`src/logic/ppm_pkg.sv`:
```
`default_nettype none
package ppm_pkg;
    localparam int PINS = 8;
    localparam logic [11:0] OFF_DIR = 12'h000;
    localparam logic [11:0] OFF_LATCH = 12'h004;
    localparam logic [11:0] OFF_INPUT = 12'h008;
    localparam logic [11:0] OFF_CTRL = 12'h00c;
    localparam int CTRL_PUD_BIT = 0;
    localparam int CTRL_AS_BIT = 1;
    localparam int CTRL_EXT_CLOCK_IN_SEL_BIT = 2;
    localparam int CTRL_XTAL_BIT = 3;
    localparam int CTRL_W = 4;
    localparam int CLK_PIN = 7;
    localparam logic [7:0] DIR_RST = 8'h00;
    localparam logic [7:0] LATCH_RST = 8'h00;
    localparam logic [3:0] CTRL_RST = 4'h0;
endpackage
`default_nettype wire

```
`src/logic/ppm_port.sv`:
```
// Decided for this implementation: register access over APB and the address map.
`timescale 1ns/100ps
`default_nettype none
////////////////////////////////////////////////////////////////////////////////
module ppm_port (
    input wire logic pclk,
    input wire logic presetn,
    input wire logic psel,
    input wire logic penable,
    input wire logic pwrite,
    input wire logic [11:0] paddr,
    input wire logic [31:0] pwdata,
    output logic [31:0] prdata,
    output logic pready,
    output logic pslverr,
    input wire logic [7:0] pad_in,
    output logic [7:0] pad_out,
    output logic [7:0] pad_oe,
    output logic [7:0] pad_pullup_en,
    input wire logic sleep_clamp,
    input wire logic [7:0] ext_int_en,
    input wire logic [7:0] ext_int_edge_mode,
    output logic [7:0] ext_int_flag_set,
    input wire logic [7:0] pullup_override_en,
    input wire logic [7:0] pullup_override_val,
    input wire logic [7:0] dir_override_en,
    input wire logic [7:0] dir_override_val,
    input wire logic [7:0] outval_override_en,
    input wire logic [7:0] outval_override_val,
    input wire logic [7:0] toggle_override_en,
    input wire logic [7:0] inen_override_en,
    input wire logic [7:0] inen_override_val,
    output logic [7:0] alt_func_input,
    output logic [7:0] pin_change_src,
    output logic timer_osc_out_en
);
    typedef struct packed {
        logic [7:0] dir;
        logic [7:0] latch;
        logic [3:0] ctrl;
        logic [7:0] in_s1;
        logic [7:0] in_s2;
        logic [7:0] raw_s1;
        logic [7:0] raw_s2;
        logic sleep_prev;
        logic [7:0] flag;
        logic [31:0] rdata;
        logic ready;
        logic err;
        logic osc;
    } ppm_state_t;

    ppm_state_t s_q;
    ppm_state_t s_d;

    logic [7:0] pu_eff;
    logic [7:0] oe_eff;
    logic [7:0] val_eff;
    logic [7:0] inen_eff;
    logic [7:0] schmitt;
    logic [7:0] io_mask;
    logic clk_pin;
    logic osc_out;
    logic access;

    function automatic logic hit(input logic [11:0] a, input logic [11:0] off);
        hit = (a == off);
    endfunction

    ////////////////////////////////////////////////////////////////////////////
    // Bit 7 clock takeover
    assign osc_out = s_q.ctrl[ppm_pkg::CTRL_AS_BIT] & ~s_q.ctrl[ppm_pkg::CTRL_EXT_CLOCK_IN_SEL_BIT];
    assign clk_pin = s_q.ctrl[ppm_pkg::CTRL_XTAL_BIT] | osc_out;
    assign io_mask = {~clk_pin, 7'h7f};

    ////////////////////////////////////////////////////////////////////////////
    // Per-pin override logic
    for (genvar n = 0; n < ppm_pkg::PINS; n++)
    begin : g_pin
        always_comb
        begin
            pu_eff[n] = pullup_override_en[n] ? pullup_override_val[n]
                : ({s_q.dir[n], s_q.latch[n], s_q.ctrl[ppm_pkg::CTRL_PUD_BIT]} == 3'b010);
            oe_eff[n] = dir_override_en[n] ? dir_override_val[n] : s_q.dir[n];
            val_eff[n] = outval_override_en[n] ? outval_override_val[n] : s_q.latch[n];
            inen_eff[n] = inen_override_en[n] ? inen_override_val[n]
                : ~(sleep_clamp & ~ext_int_en[n]);
        end
    end

    // Outputs below are combinational so overrides act at once
    assign pad_oe = {8{presetn}} & oe_eff & io_mask;
    assign pad_out = val_eff & io_mask;
    assign pad_pullup_en = {8{presetn}} & pu_eff & io_mask;
    assign schmitt = pad_in & inen_eff & io_mask;
    assign alt_func_input = schmitt;
    assign access = psel & penable & ~s_q.ready;

    ////////////////////////////////////////////////////////////////////////////
    // Next state
    always_comb
    begin
        s_d = s_q;
        s_d.in_s1 = schmitt;
        s_d.in_s2 = s_q.in_s1;
        s_d.raw_s1 = pad_in;
        s_d.raw_s2 = s_q.raw_s1;
        s_d.sleep_prev = sleep_clamp;
        s_d.osc = osc_out;
        s_d.ready = access;
        s_d.err = 1'b0;
        s_d.rdata = 32'h0000_0000;
        s_d.flag = {8{s_q.sleep_prev & ~sleep_clamp}} & s_q.raw_s2
            & ext_int_edge_mode & ~ext_int_en;
        if (access & pwrite)
        begin
            if (hit(paddr, ppm_pkg::OFF_DIR))
                s_d.dir = pwdata[7:0];
            else if (hit(paddr, ppm_pkg::OFF_LATCH))
                s_d.latch = pwdata[7:0];
            else if (hit(paddr, ppm_pkg::OFF_INPUT))
                s_d.latch = s_q.latch ^ pwdata[7:0];
            else if (hit(paddr, ppm_pkg::OFF_CTRL))
                s_d.ctrl = pwdata[ppm_pkg::CTRL_W-1:0];
            else
                s_d.err = 1'b1;
        end
        else if (access)
        begin
            if (hit(paddr, ppm_pkg::OFF_DIR))
                s_d.rdata = {24'h000000, s_q.dir & io_mask};
            else if (hit(paddr, ppm_pkg::OFF_LATCH))
                s_d.rdata = {24'h000000, s_q.latch & io_mask};
            else if (hit(paddr, ppm_pkg::OFF_INPUT))
                s_d.rdata = {24'h000000, s_q.in_s2 & io_mask};
            else if (hit(paddr, ppm_pkg::OFF_CTRL))
                s_d.rdata = {28'h0000000, s_q.ctrl};
            else
                s_d.err = 1'b1;
        end
        s_d.latch = s_d.latch ^ toggle_override_en;
    end

    always_ff @(posedge pclk or negedge presetn)
    begin
        if (!presetn)
        begin
            s_q <= '0;
            s_q.dir <= ppm_pkg::DIR_RST;
            s_q.latch <= ppm_pkg::LATCH_RST;
            s_q.ctrl <= ppm_pkg::CTRL_RST;
        end
        else
            s_q <= s_d;
    end

    assign prdata = s_q.rdata;
    assign pready = s_q.ready;
    assign pslverr = s_q.err;
    assign ext_int_flag_set = s_q.flag;
    assign pin_change_src = s_q.in_s2;
    assign timer_osc_out_en = s_q.osc;
endmodule
`default_nettype wire

```
`config.mk`:
```
export PLATFORM = sky130hd
export DESIGN_NAME = ppm_port
export DESIGN_NICKNAME = d
export VERILOG_FILES = /design/src/logic/ppm_pkg.sv /design/src/logic/ppm_port.sv
export SDC_FILE = /design/constraint.sdc
export NUM_CORES = 1
export LEC_CHECK = 0
export BUFFER_PORTS_ARGS = -buffer_cell sky130_fd_sc_hd__buf_2
export CORE_MARGIN = 2
export CORE_UTILIZATION = 43
export CTS_CLUSTER_SIZE = 16
export DETAILED_ROUTE_END_ITERATION = 10
export GPL_TIMING_DRIVEN = 0
export PLACE_DENSITY = 0.77
export SLEW_MARGIN = 15
export SYNTH_ARGS = -nofsm -noshare
export SYNTH_HDL_FRONTEND = slang
export SYNTH_SLANG_ARGS = --single-unit
export TNS_END_PERCENT = 30
```
`constraint.sdc`:
```
create_clock -name pclk -period 1.8 [get_ports pclk]
set_input_delay 0.36 -clock pclk [delete_from_list [all_inputs] [get_ports pclk]]
set_output_delay 0.36 -clock pclk [all_outputs]
set_load 0.01 [all_outputs]
```
== Yosys cells after proc, flatten, opt, wreduce, memory -nomap -nowiden ==
Cells that the tools add are included.

* Flip-flop bits (word level): 96
* Output and inout bits: 83
* Word-level logic and storage cells: 131

* Equal/unequal tests: 11
* Multiplexer cells: 51
* Bitwise gates (word level): 53
* Reductions and logical operators: 3

{| class="wikitable"
|+ Operators by type and width
! operator !! count
|-
| $and 8x8->8 || 13
|-
| $mux 8 || 6
|-
| $mux 1 || 38
|-
| $mux 32 || 1
|-
| $eq 12x4->1 const B || 2
|-
| $eq 3x2->1 const B || 8
|-
| $mux 12 || 2
|-
| $not 1->1 || 23
|-
| $mux 4 || 4
|-
| $xor 8x8->8 || 2
|-
| $and 1x1->1 || 13
|-
| $eq 12x3->1 const B || 1
|-
| $logic_not 12->1 || 1
|-
| $not 8->8 || 1
|-
| $reduce_and 5->1 || 1
|-
| $reduce_and 2->1 || 1
|-
| $or 1x1->1 || 1
|}

== Logic depth before layout (Yosys ltp) ==
Gate-level depths: netlist (run 1).

* Depth after elaboration: 10
* Mapped depth: 7
* Mapped depth without buffers: 5

== Worst setup path after synthesis (run 1) ==
No wires, ideal clock.

* Kind: input to register
* Start: input paddr[9]
* End: register s_q[82] (netlist name)
* Setup time: 79 ps
* Arrival time: 2037 ps
* Required time: 1721 ps
* Slack: -316 ps
* Stages: 6
* Buffers on the path: 1
* Cells stage by stage: or4_4 > or4_1 > buf_2 > mux2i_1 > nor3_1 > xor2_1

{| class="wikitable"
|+ RTL lines
! item !! RTL line !! RTL
|-
| start: declaration || ppm_port.sv:11 || <nowiki>input wire logic [11:0] paddr,</nowiki>
|-
| end: declaration || ppm_port.sv:53 || <nowiki>ppm_state_t s_q;</nowiki>
|}

==> results of run 1 <==
final cells by class:
cell class                 count  area, um2  area share
inverter                      17       63.8      0.0120
buffer                        64        463      0.0869
clock inverter                 6       83.8      0.0157
tap                          105        131      0.0247
timing repair buffer         189       1050       0.198
sequential                    72       1800       0.339
clock buffer                  10        128      0.0240
multi-input combinational    215       1600       0.300
report_power, final:
| part | switching [mW] | total (mW) | internal (mW) |
|---|---|---|---|
| combinational | 0.502 | 1.11 | 0.612 |
| sequential | 0.164 | 1.92 | 1.76 |
| clock | 0.607 | 1.38 | 0.776 |
state kept, by name, indices dropped and copies added, names as in the netlist:
name              cells
timer_osc_out_en      1
ext_int_flag_set      8
pslverr               1
pready                1
prdata                8
s_q                  29
pin_change_src        8
s_d                  16
repair_timing:
action	in CTS	in global routing
gates resized for setup	19	16
pin swaps	8	3
buffers inserted	3	2
gates cloned	1	0
hold buffers	2	0
setup endpoints to repair	28	24
hold endpoints to repair	20	0
through the flow:
| step | hold WS [ps] | util | cells | TNS (ps) |
|---|---|---|---|---|
| floorplan | 64.4 | - | 370 | -1230 |
| global placement | 333 | 0.581 | 655 | -29310 |
| detailed placement | 277 | 0.585 | 656 | -12520 |
| CTS | 92.7 | 0.631 | 677 | -322 |
| global route | 103 | 0.642 | 678 | -1580 |
| finish | 100 | 0.642 | 678 | -373 |
worst reg2reg max path: stages (launching register included):
cell	delay, ps
dfrtp_1	380
nand4b_1	260
or4_4	460
buf_6	150
nor3_1	200
nor3_2	80
xor2_1	160
cells by family after synthesis:
kind of cell,Yosys count,share of synthesized area
buffers and inverters,83,0.142
xor gates and xnor gates,8,0.0189
DFF,72,0.486
muxes,43,0.136
other,1,0.00101
AOI/OAI and AO/OA,44,0.0662
and+or+nand+nor,96,0.150
routing by layer:
| layer | routed length [um] | GRT usage | vias to the layer above |
|---|---|---|---|
| met5 | 0 | 0 | - |
| met4 | 158 | 0.0748 | 0 |
| met3 | 723 | 0.0484 | 13 |
| met2 | 5110 | 0.374 | 160 |
| met1 | 3800 | 0.242 | 1486 |
| li1 | - | - | 1555 |
worst paths after layout:
kind,startpoint,to,slack [ps]
setup / recovery,paddr[5],s_q[82],-120
hold / removal,presetn,s_d[50],100
setup reg to reg,pready,s_q[82],-10
hold reg to reg,s_d[49],s_q[49],340
max in group asynchronous,presetn,s_q[86],510
min in group pclk,pad_in[4],s_d[48],130
cells in the final DEF (no fill, tap or decap), types with 7 or more instances in the layout:
| master | synthesis | routed |
|---|---|---|
| conb_1 | 1 | 24 |
| inv_1 | 17 | 17 |
| buf_2 | 2 | 178 |
| nand2_1 | 18 | 17 |
| mux2i_1 | 20 | 19 |
| a21oi_1 | 19 | 19 |
| nor2b_1 | 21 | 20 |
| buf_4 | 56 | 59 |
| clkbuf_8 | 0 | 9 |
| nor3_1 | 14 | 11 |
| dfrtp_1 | 72 | 71 |
| a31oi_1 | 16 | 16 |
| xor2_1 | 8 | 8 |
| o21ai_0 | 7 | 7 |
| mux2_2 | 19 | 19 |
| nor2_1 | 13 | 11 |
==> reports/qor.yml, run 1 <==
global_routing:
  grt_pass1_vias: 3174
  grt_usage: 0.208
  gr-total-overflow: 0
  antenna_found_initial: 0
  grt_pass1_wl_um: 15400
  grt_start_max_net_pins: 28
place:
  dp_slack_ps: -522
  place_hpwl_um: 7070
  portBuffers: 180
  place_area_um2: 4850
  gp_congestion: 0.884
finish:
  drive_gt1_frac: 0.545
  num-fill-cells: 667
  design_area_um2: 5330
  n_antenna_cell: 0
  area_growth_pct: 43.8
  nets: 714
worst_setup_path:
  reg2regPathDepth: 6
  start_kind: "primary input"
  cp-end-kind: "flop"
  cp_num_cells: 7
  arrival_ps: 2140
  cp_num_buf_inv: 2
  crit_fanout: 4
  crit_path_max_incr_delay_ps: 550
  slowest_stage: "or4_4"
  cp_top_family: "simple AND/OR/NAND/NOR gates"
  cp_cell_sequence: "buf_6, or4_4, or4_4, buf_6, nor3_1, nor3_2, xor2_1"
  worstSetupPathType: "primary input to flop"
  worstPathRequired_ps: 2030
timing:
  setup_slack_ps: -119
  setup_viol: 15
  worstMarginPinSlew_ps: 894
  fmax_ghz: 0.521
  fin_crit_ps: 1920
  drv_slew: 0
  timing.slew.headroom: 0.402
  min_period_over_period: 1.07
  rsz0062_at_grt: "true"
  hold_violations: 0
  skew_ps: 10.4
clock_network:
  insertion_delay_ps: 340
  cts_sinks: 72
  path_clk_slew_ps: 80
  cts_made_buffers: 9
  clk_path_buf_depth: 2
  clock_tree.root_cell: "clkbuf_8"
  cts_tree: "done"
  cts_max_level: 3
floorplan:
  die_h_um: 96.8
  die-width_um: 96.8
  dieArea_um2: 9370
  coreArea_um2: 8300
  rows: 33
  start_util: 0.446
  ios: 229
routing:
  routed_via_density: 4.74
  drt_iter0_markers: 75
  drc: 0
  ant_nets: 0
  wl_per_cell_um: 14.4
  firstDrtPassIters: 4
  finalWirelength_um: 9790
  vias: 3214
yosys:
  yosysTopAreaCell: "dfrtp_1"
  ys_ff_latch: 72
  avgSynthCellArea_um2: 10.7
  yosysTopAreaCellShare: 0.486
  synthTopCellsByCount: "dfrtp_1, buf_4, nor2b_1"
  ys_top_cells_by_area: "dfrtp_1, buf_4, mux2_2, mux2i_1, nor2b_1"
  syn_area_um2: 3700
  synth_cells: 347
  synth-edff-count: 0
  async_flop_share: 1.00
  ys.flop_type: "dfrtp_1"
  yosysSeqAreaShare: 0.486
  synth.most_common_cell: "dfrtp_1"
  synth_cell_type_count: 35
  ys_warn_count: 0
outcome:
  violations: "negative setup slack"
  status: "finished with violations"
power_and_ir_drop:
  totalPowerFinal_mw: 4.42
  ir_drop_mv: 0.615
  power_density_nw_per_um2: 830
  power.leakage_nw: 2.91
min_path:
  hold_class: "primary input to asynchronous set/reset pin"
job:
  drv_cap: 0
No activity file was read; power rests on OpenSTA's default activity.
==> inputs of run 2 (changes only) <==
--- a/config.mk
+++ b/config.mk
@@ -6,7 +6,7 @@
 export NUM_CORES = 1
 export LEC_CHECK = 0
 export BUFFER_PORTS_ARGS = -buffer_cell sky130_fd_sc_hd__buf_2
-export CORE_MARGIN = 2
+export CORE_MARGIN = 5
 export CORE_UTILIZATION = 43
 export CTS_CLUSTER_SIZE = 16
 export DETAILED_ROUTE_END_ITERATION = 10
==> run 2 against run 1 <==
The flow still finishes with violations (negative setup slack). Register-to-register slack hardly changed. Die area rose by 13%. Power is 2.6% lower. Worst setup slack lost 25 ps. Clock power fell by 12%. Critical path type unchanged. Combinational power up 5%. Highest routed layer unchanged. Flip-flop and latch count unchanged. Critical endpoint unchanged.
==> reports/qor.yml, run 2 (synthesized netlist as in run 1, its figures left out) <==
outcome:
  status: "finished with violations"  # unchanged
  violations: "negative setup slack"  # unchanged
timing:
  drv_slew: 0  # unchanged
  fmax_ghz: 0.514  # was 0.521 GHz
  setup_slack_ps: -144  # was -119 ps
  rsz0062_at_grt: "true"  # unchanged
  finalSetupTns_ps: -907  # was -373 ps
  fin_crit_ps: 1940  # was 1920 ps
  timing.slew.headroom: 0.471  # was 0.402
  hold_violations: 0  # unchanged
  skew_ps: 9.33  # was 10.4 ps
  worstMarginPinSlew_ps: 790  # was 894 ps
  min_period_over_period: 1.08  # was 1.07
  setup_viol: 12  # was 15
routing:
  finalWirelength_um: 10700  # was 9790 um
  routed_via_density: 4.81  # was 4.74
  drc: 0  # unchanged
  ant_nets: 0  # unchanged
  drt_iter0_markers: 64  # was 75
  firstDrtPassIters: 4  # unchanged
  wl_per_cell_um: 15.7  # was 14.4 um
  vias: 3272  # was 3,214
worst_setup_path:
  cp-end-kind: "flop"  # unchanged
  start_kind: "primary input"  # unchanged
  crit_fanout: 4  # unchanged
  worstPathRequired_ps: 2060  # was 2030 ps
  reg2reg_to: "s_q[82]"  # unchanged
  arrival_ps: 2200  # was 2140 ps
  reg2regPathDepth: 6  # unchanged
  rr_startpoint: "pready"  # unchanged
  critPathLaunch: "paddr[8]"  # was paddr[5]
  worstSetupPathType: "primary input to flop"  # unchanged
  r2r_setup_slack_ps: -20  # was -10 ps
global_routing:
  grt_start_max_net_pins: 36  # was 28
  grt_pass1_vias: 3338  # was 3,174
  grt_usage: 0.197  # was 0.208
  antenna_found_initial: 0  # unchanged
  gr-total-overflow: 0  # unchanged
  grt_pass1_wl_um: 15800  # was 15,400 um
power_and_ir_drop:
  power.leakage_nw: 2.93  # was 2.91 nW
  power_density_nw_per_um2: 799  # was 830 nW/um2
  ir_drop_mv: 0.401  # was 0.615 mV
finish:
  top_register: "s_q"  # unchanged
  drive_gt1_frac: 0.555  # was 0.545
  nets: 717  # was 714
  area_growth_pct: 45.5  # was 43.8%
  n_antenna_cell: 0  # unchanged
  most-common-layout-cells: "buf_2, dfrtp_1, buf_4"  # unchanged
  largest_reg_flops: 29  # unchanged
  layout_commonest_cell: "buf_2"  # unchanged
floorplan:
  die_h_um: 103  # was 96.8 um
  dieArea_um2: 10600  # was 9370 um2
  rows: 33  # unchanged
  start_util: 0.446  # unchanged
  coreArea_um2: 8300  # unchanged
  die-width_um: 103  # was 96.8 um
  ios: 229  # unchanged
min_path:
  hold_class: "primary input to asynchronous set/reset pin"  # unchanged
clock_network:
  clock_tree.root_cell: "clkbuf_8"  # unchanged
  cts_sinks: 72  # unchanged
  cts_max_level: 3  # unchanged
  cts_made_buffers: 9  # unchanged
  insertion_delay_ps: 340  # about the same
  clk_path_buf_depth: 2  # unchanged
  cts_tree: "done"  # unchanged
  path_clk_slew_ps: 80  # about the same
place:
  place_hpwl_um: 7900  # was 7070 um
  portBuffers: 180  # unchanged
  dp_slack_ps: -564  # was -522 ps
  gp_congestion: 0.855  # was 0.884
job:
  drv_cap: 0  # unchanged
run 2: cell type report:
class	count	area (um2)
Clock inverter	6	61.3
Tap cell	105	131
Buffer	63	462
Inverter	17	63.8
Multi-Input combinational cell	215	1620
Timing Repair Buffer	193	1130
Clock buffer	9	124
Fill cell	621	2910
Sequential cell	72	1800
run 2: per-stage QoR:
step / area (um2) / std cells / hold slack [ps] / power, mW / utilization
floorplan: 3790 / 370 / 64.4 / 2.52 / -
global placement: 4820 / 655 / 333 / 2.91 / 0.581
detailed placement: 4850 / 656 / 335 / 2.96 / 0.584
CTS: 5230 / 677 / 65.6 / 4.25 / 0.630
global route: 5390 / 680 / 69.6 / 4.52 / 0.650
finish: 5390 / 680 / 57.4 / 4.31 / 0.650
run 2: worst max-delay path by stage:
stage / to / cells after the start
global route: s_q[86] / 8
CTS: s_q[83] / 7
detailed placement: s_q[85] / 7
floorplan: s_q[82] / 6
finish: s_q[82] / 7
global placement: pad_pullup_en[7] / 5
run 2: worst max-delay path: stages:
cell	delay, ps
buf_6	90
or4_4	560
or4_4	550
buf_6	140
mux2i_1	110
nor3_1	190
xor2_1	190
run 2: repair_timing:
action / CTS / global route
setup endpoints to repair: 29 / 31
setup buffers: 3 / 5
gates resized for setup: 22 / 24
hold endpoints to repair: 35 / 0
cloned: 1 / 0
hold buffers: 3 / 0
pin swaps: 13 / 19
run 2: routing by layer:
metal  share of wire  GRT usage  up-vias
met5               0          0        -
met2            0.51      0.355      196
met1            0.36      0.225     1490
li1                -          -     1565
met3            0.11     0.0575       21
met4           0.019     0.0627        0
run 2: where the power goes:
group	switching, mW	internal, mW
clock	0.594	0.627
combinational	0.531	0.633
sequential	0.162	1.76
total	1.29	3.02
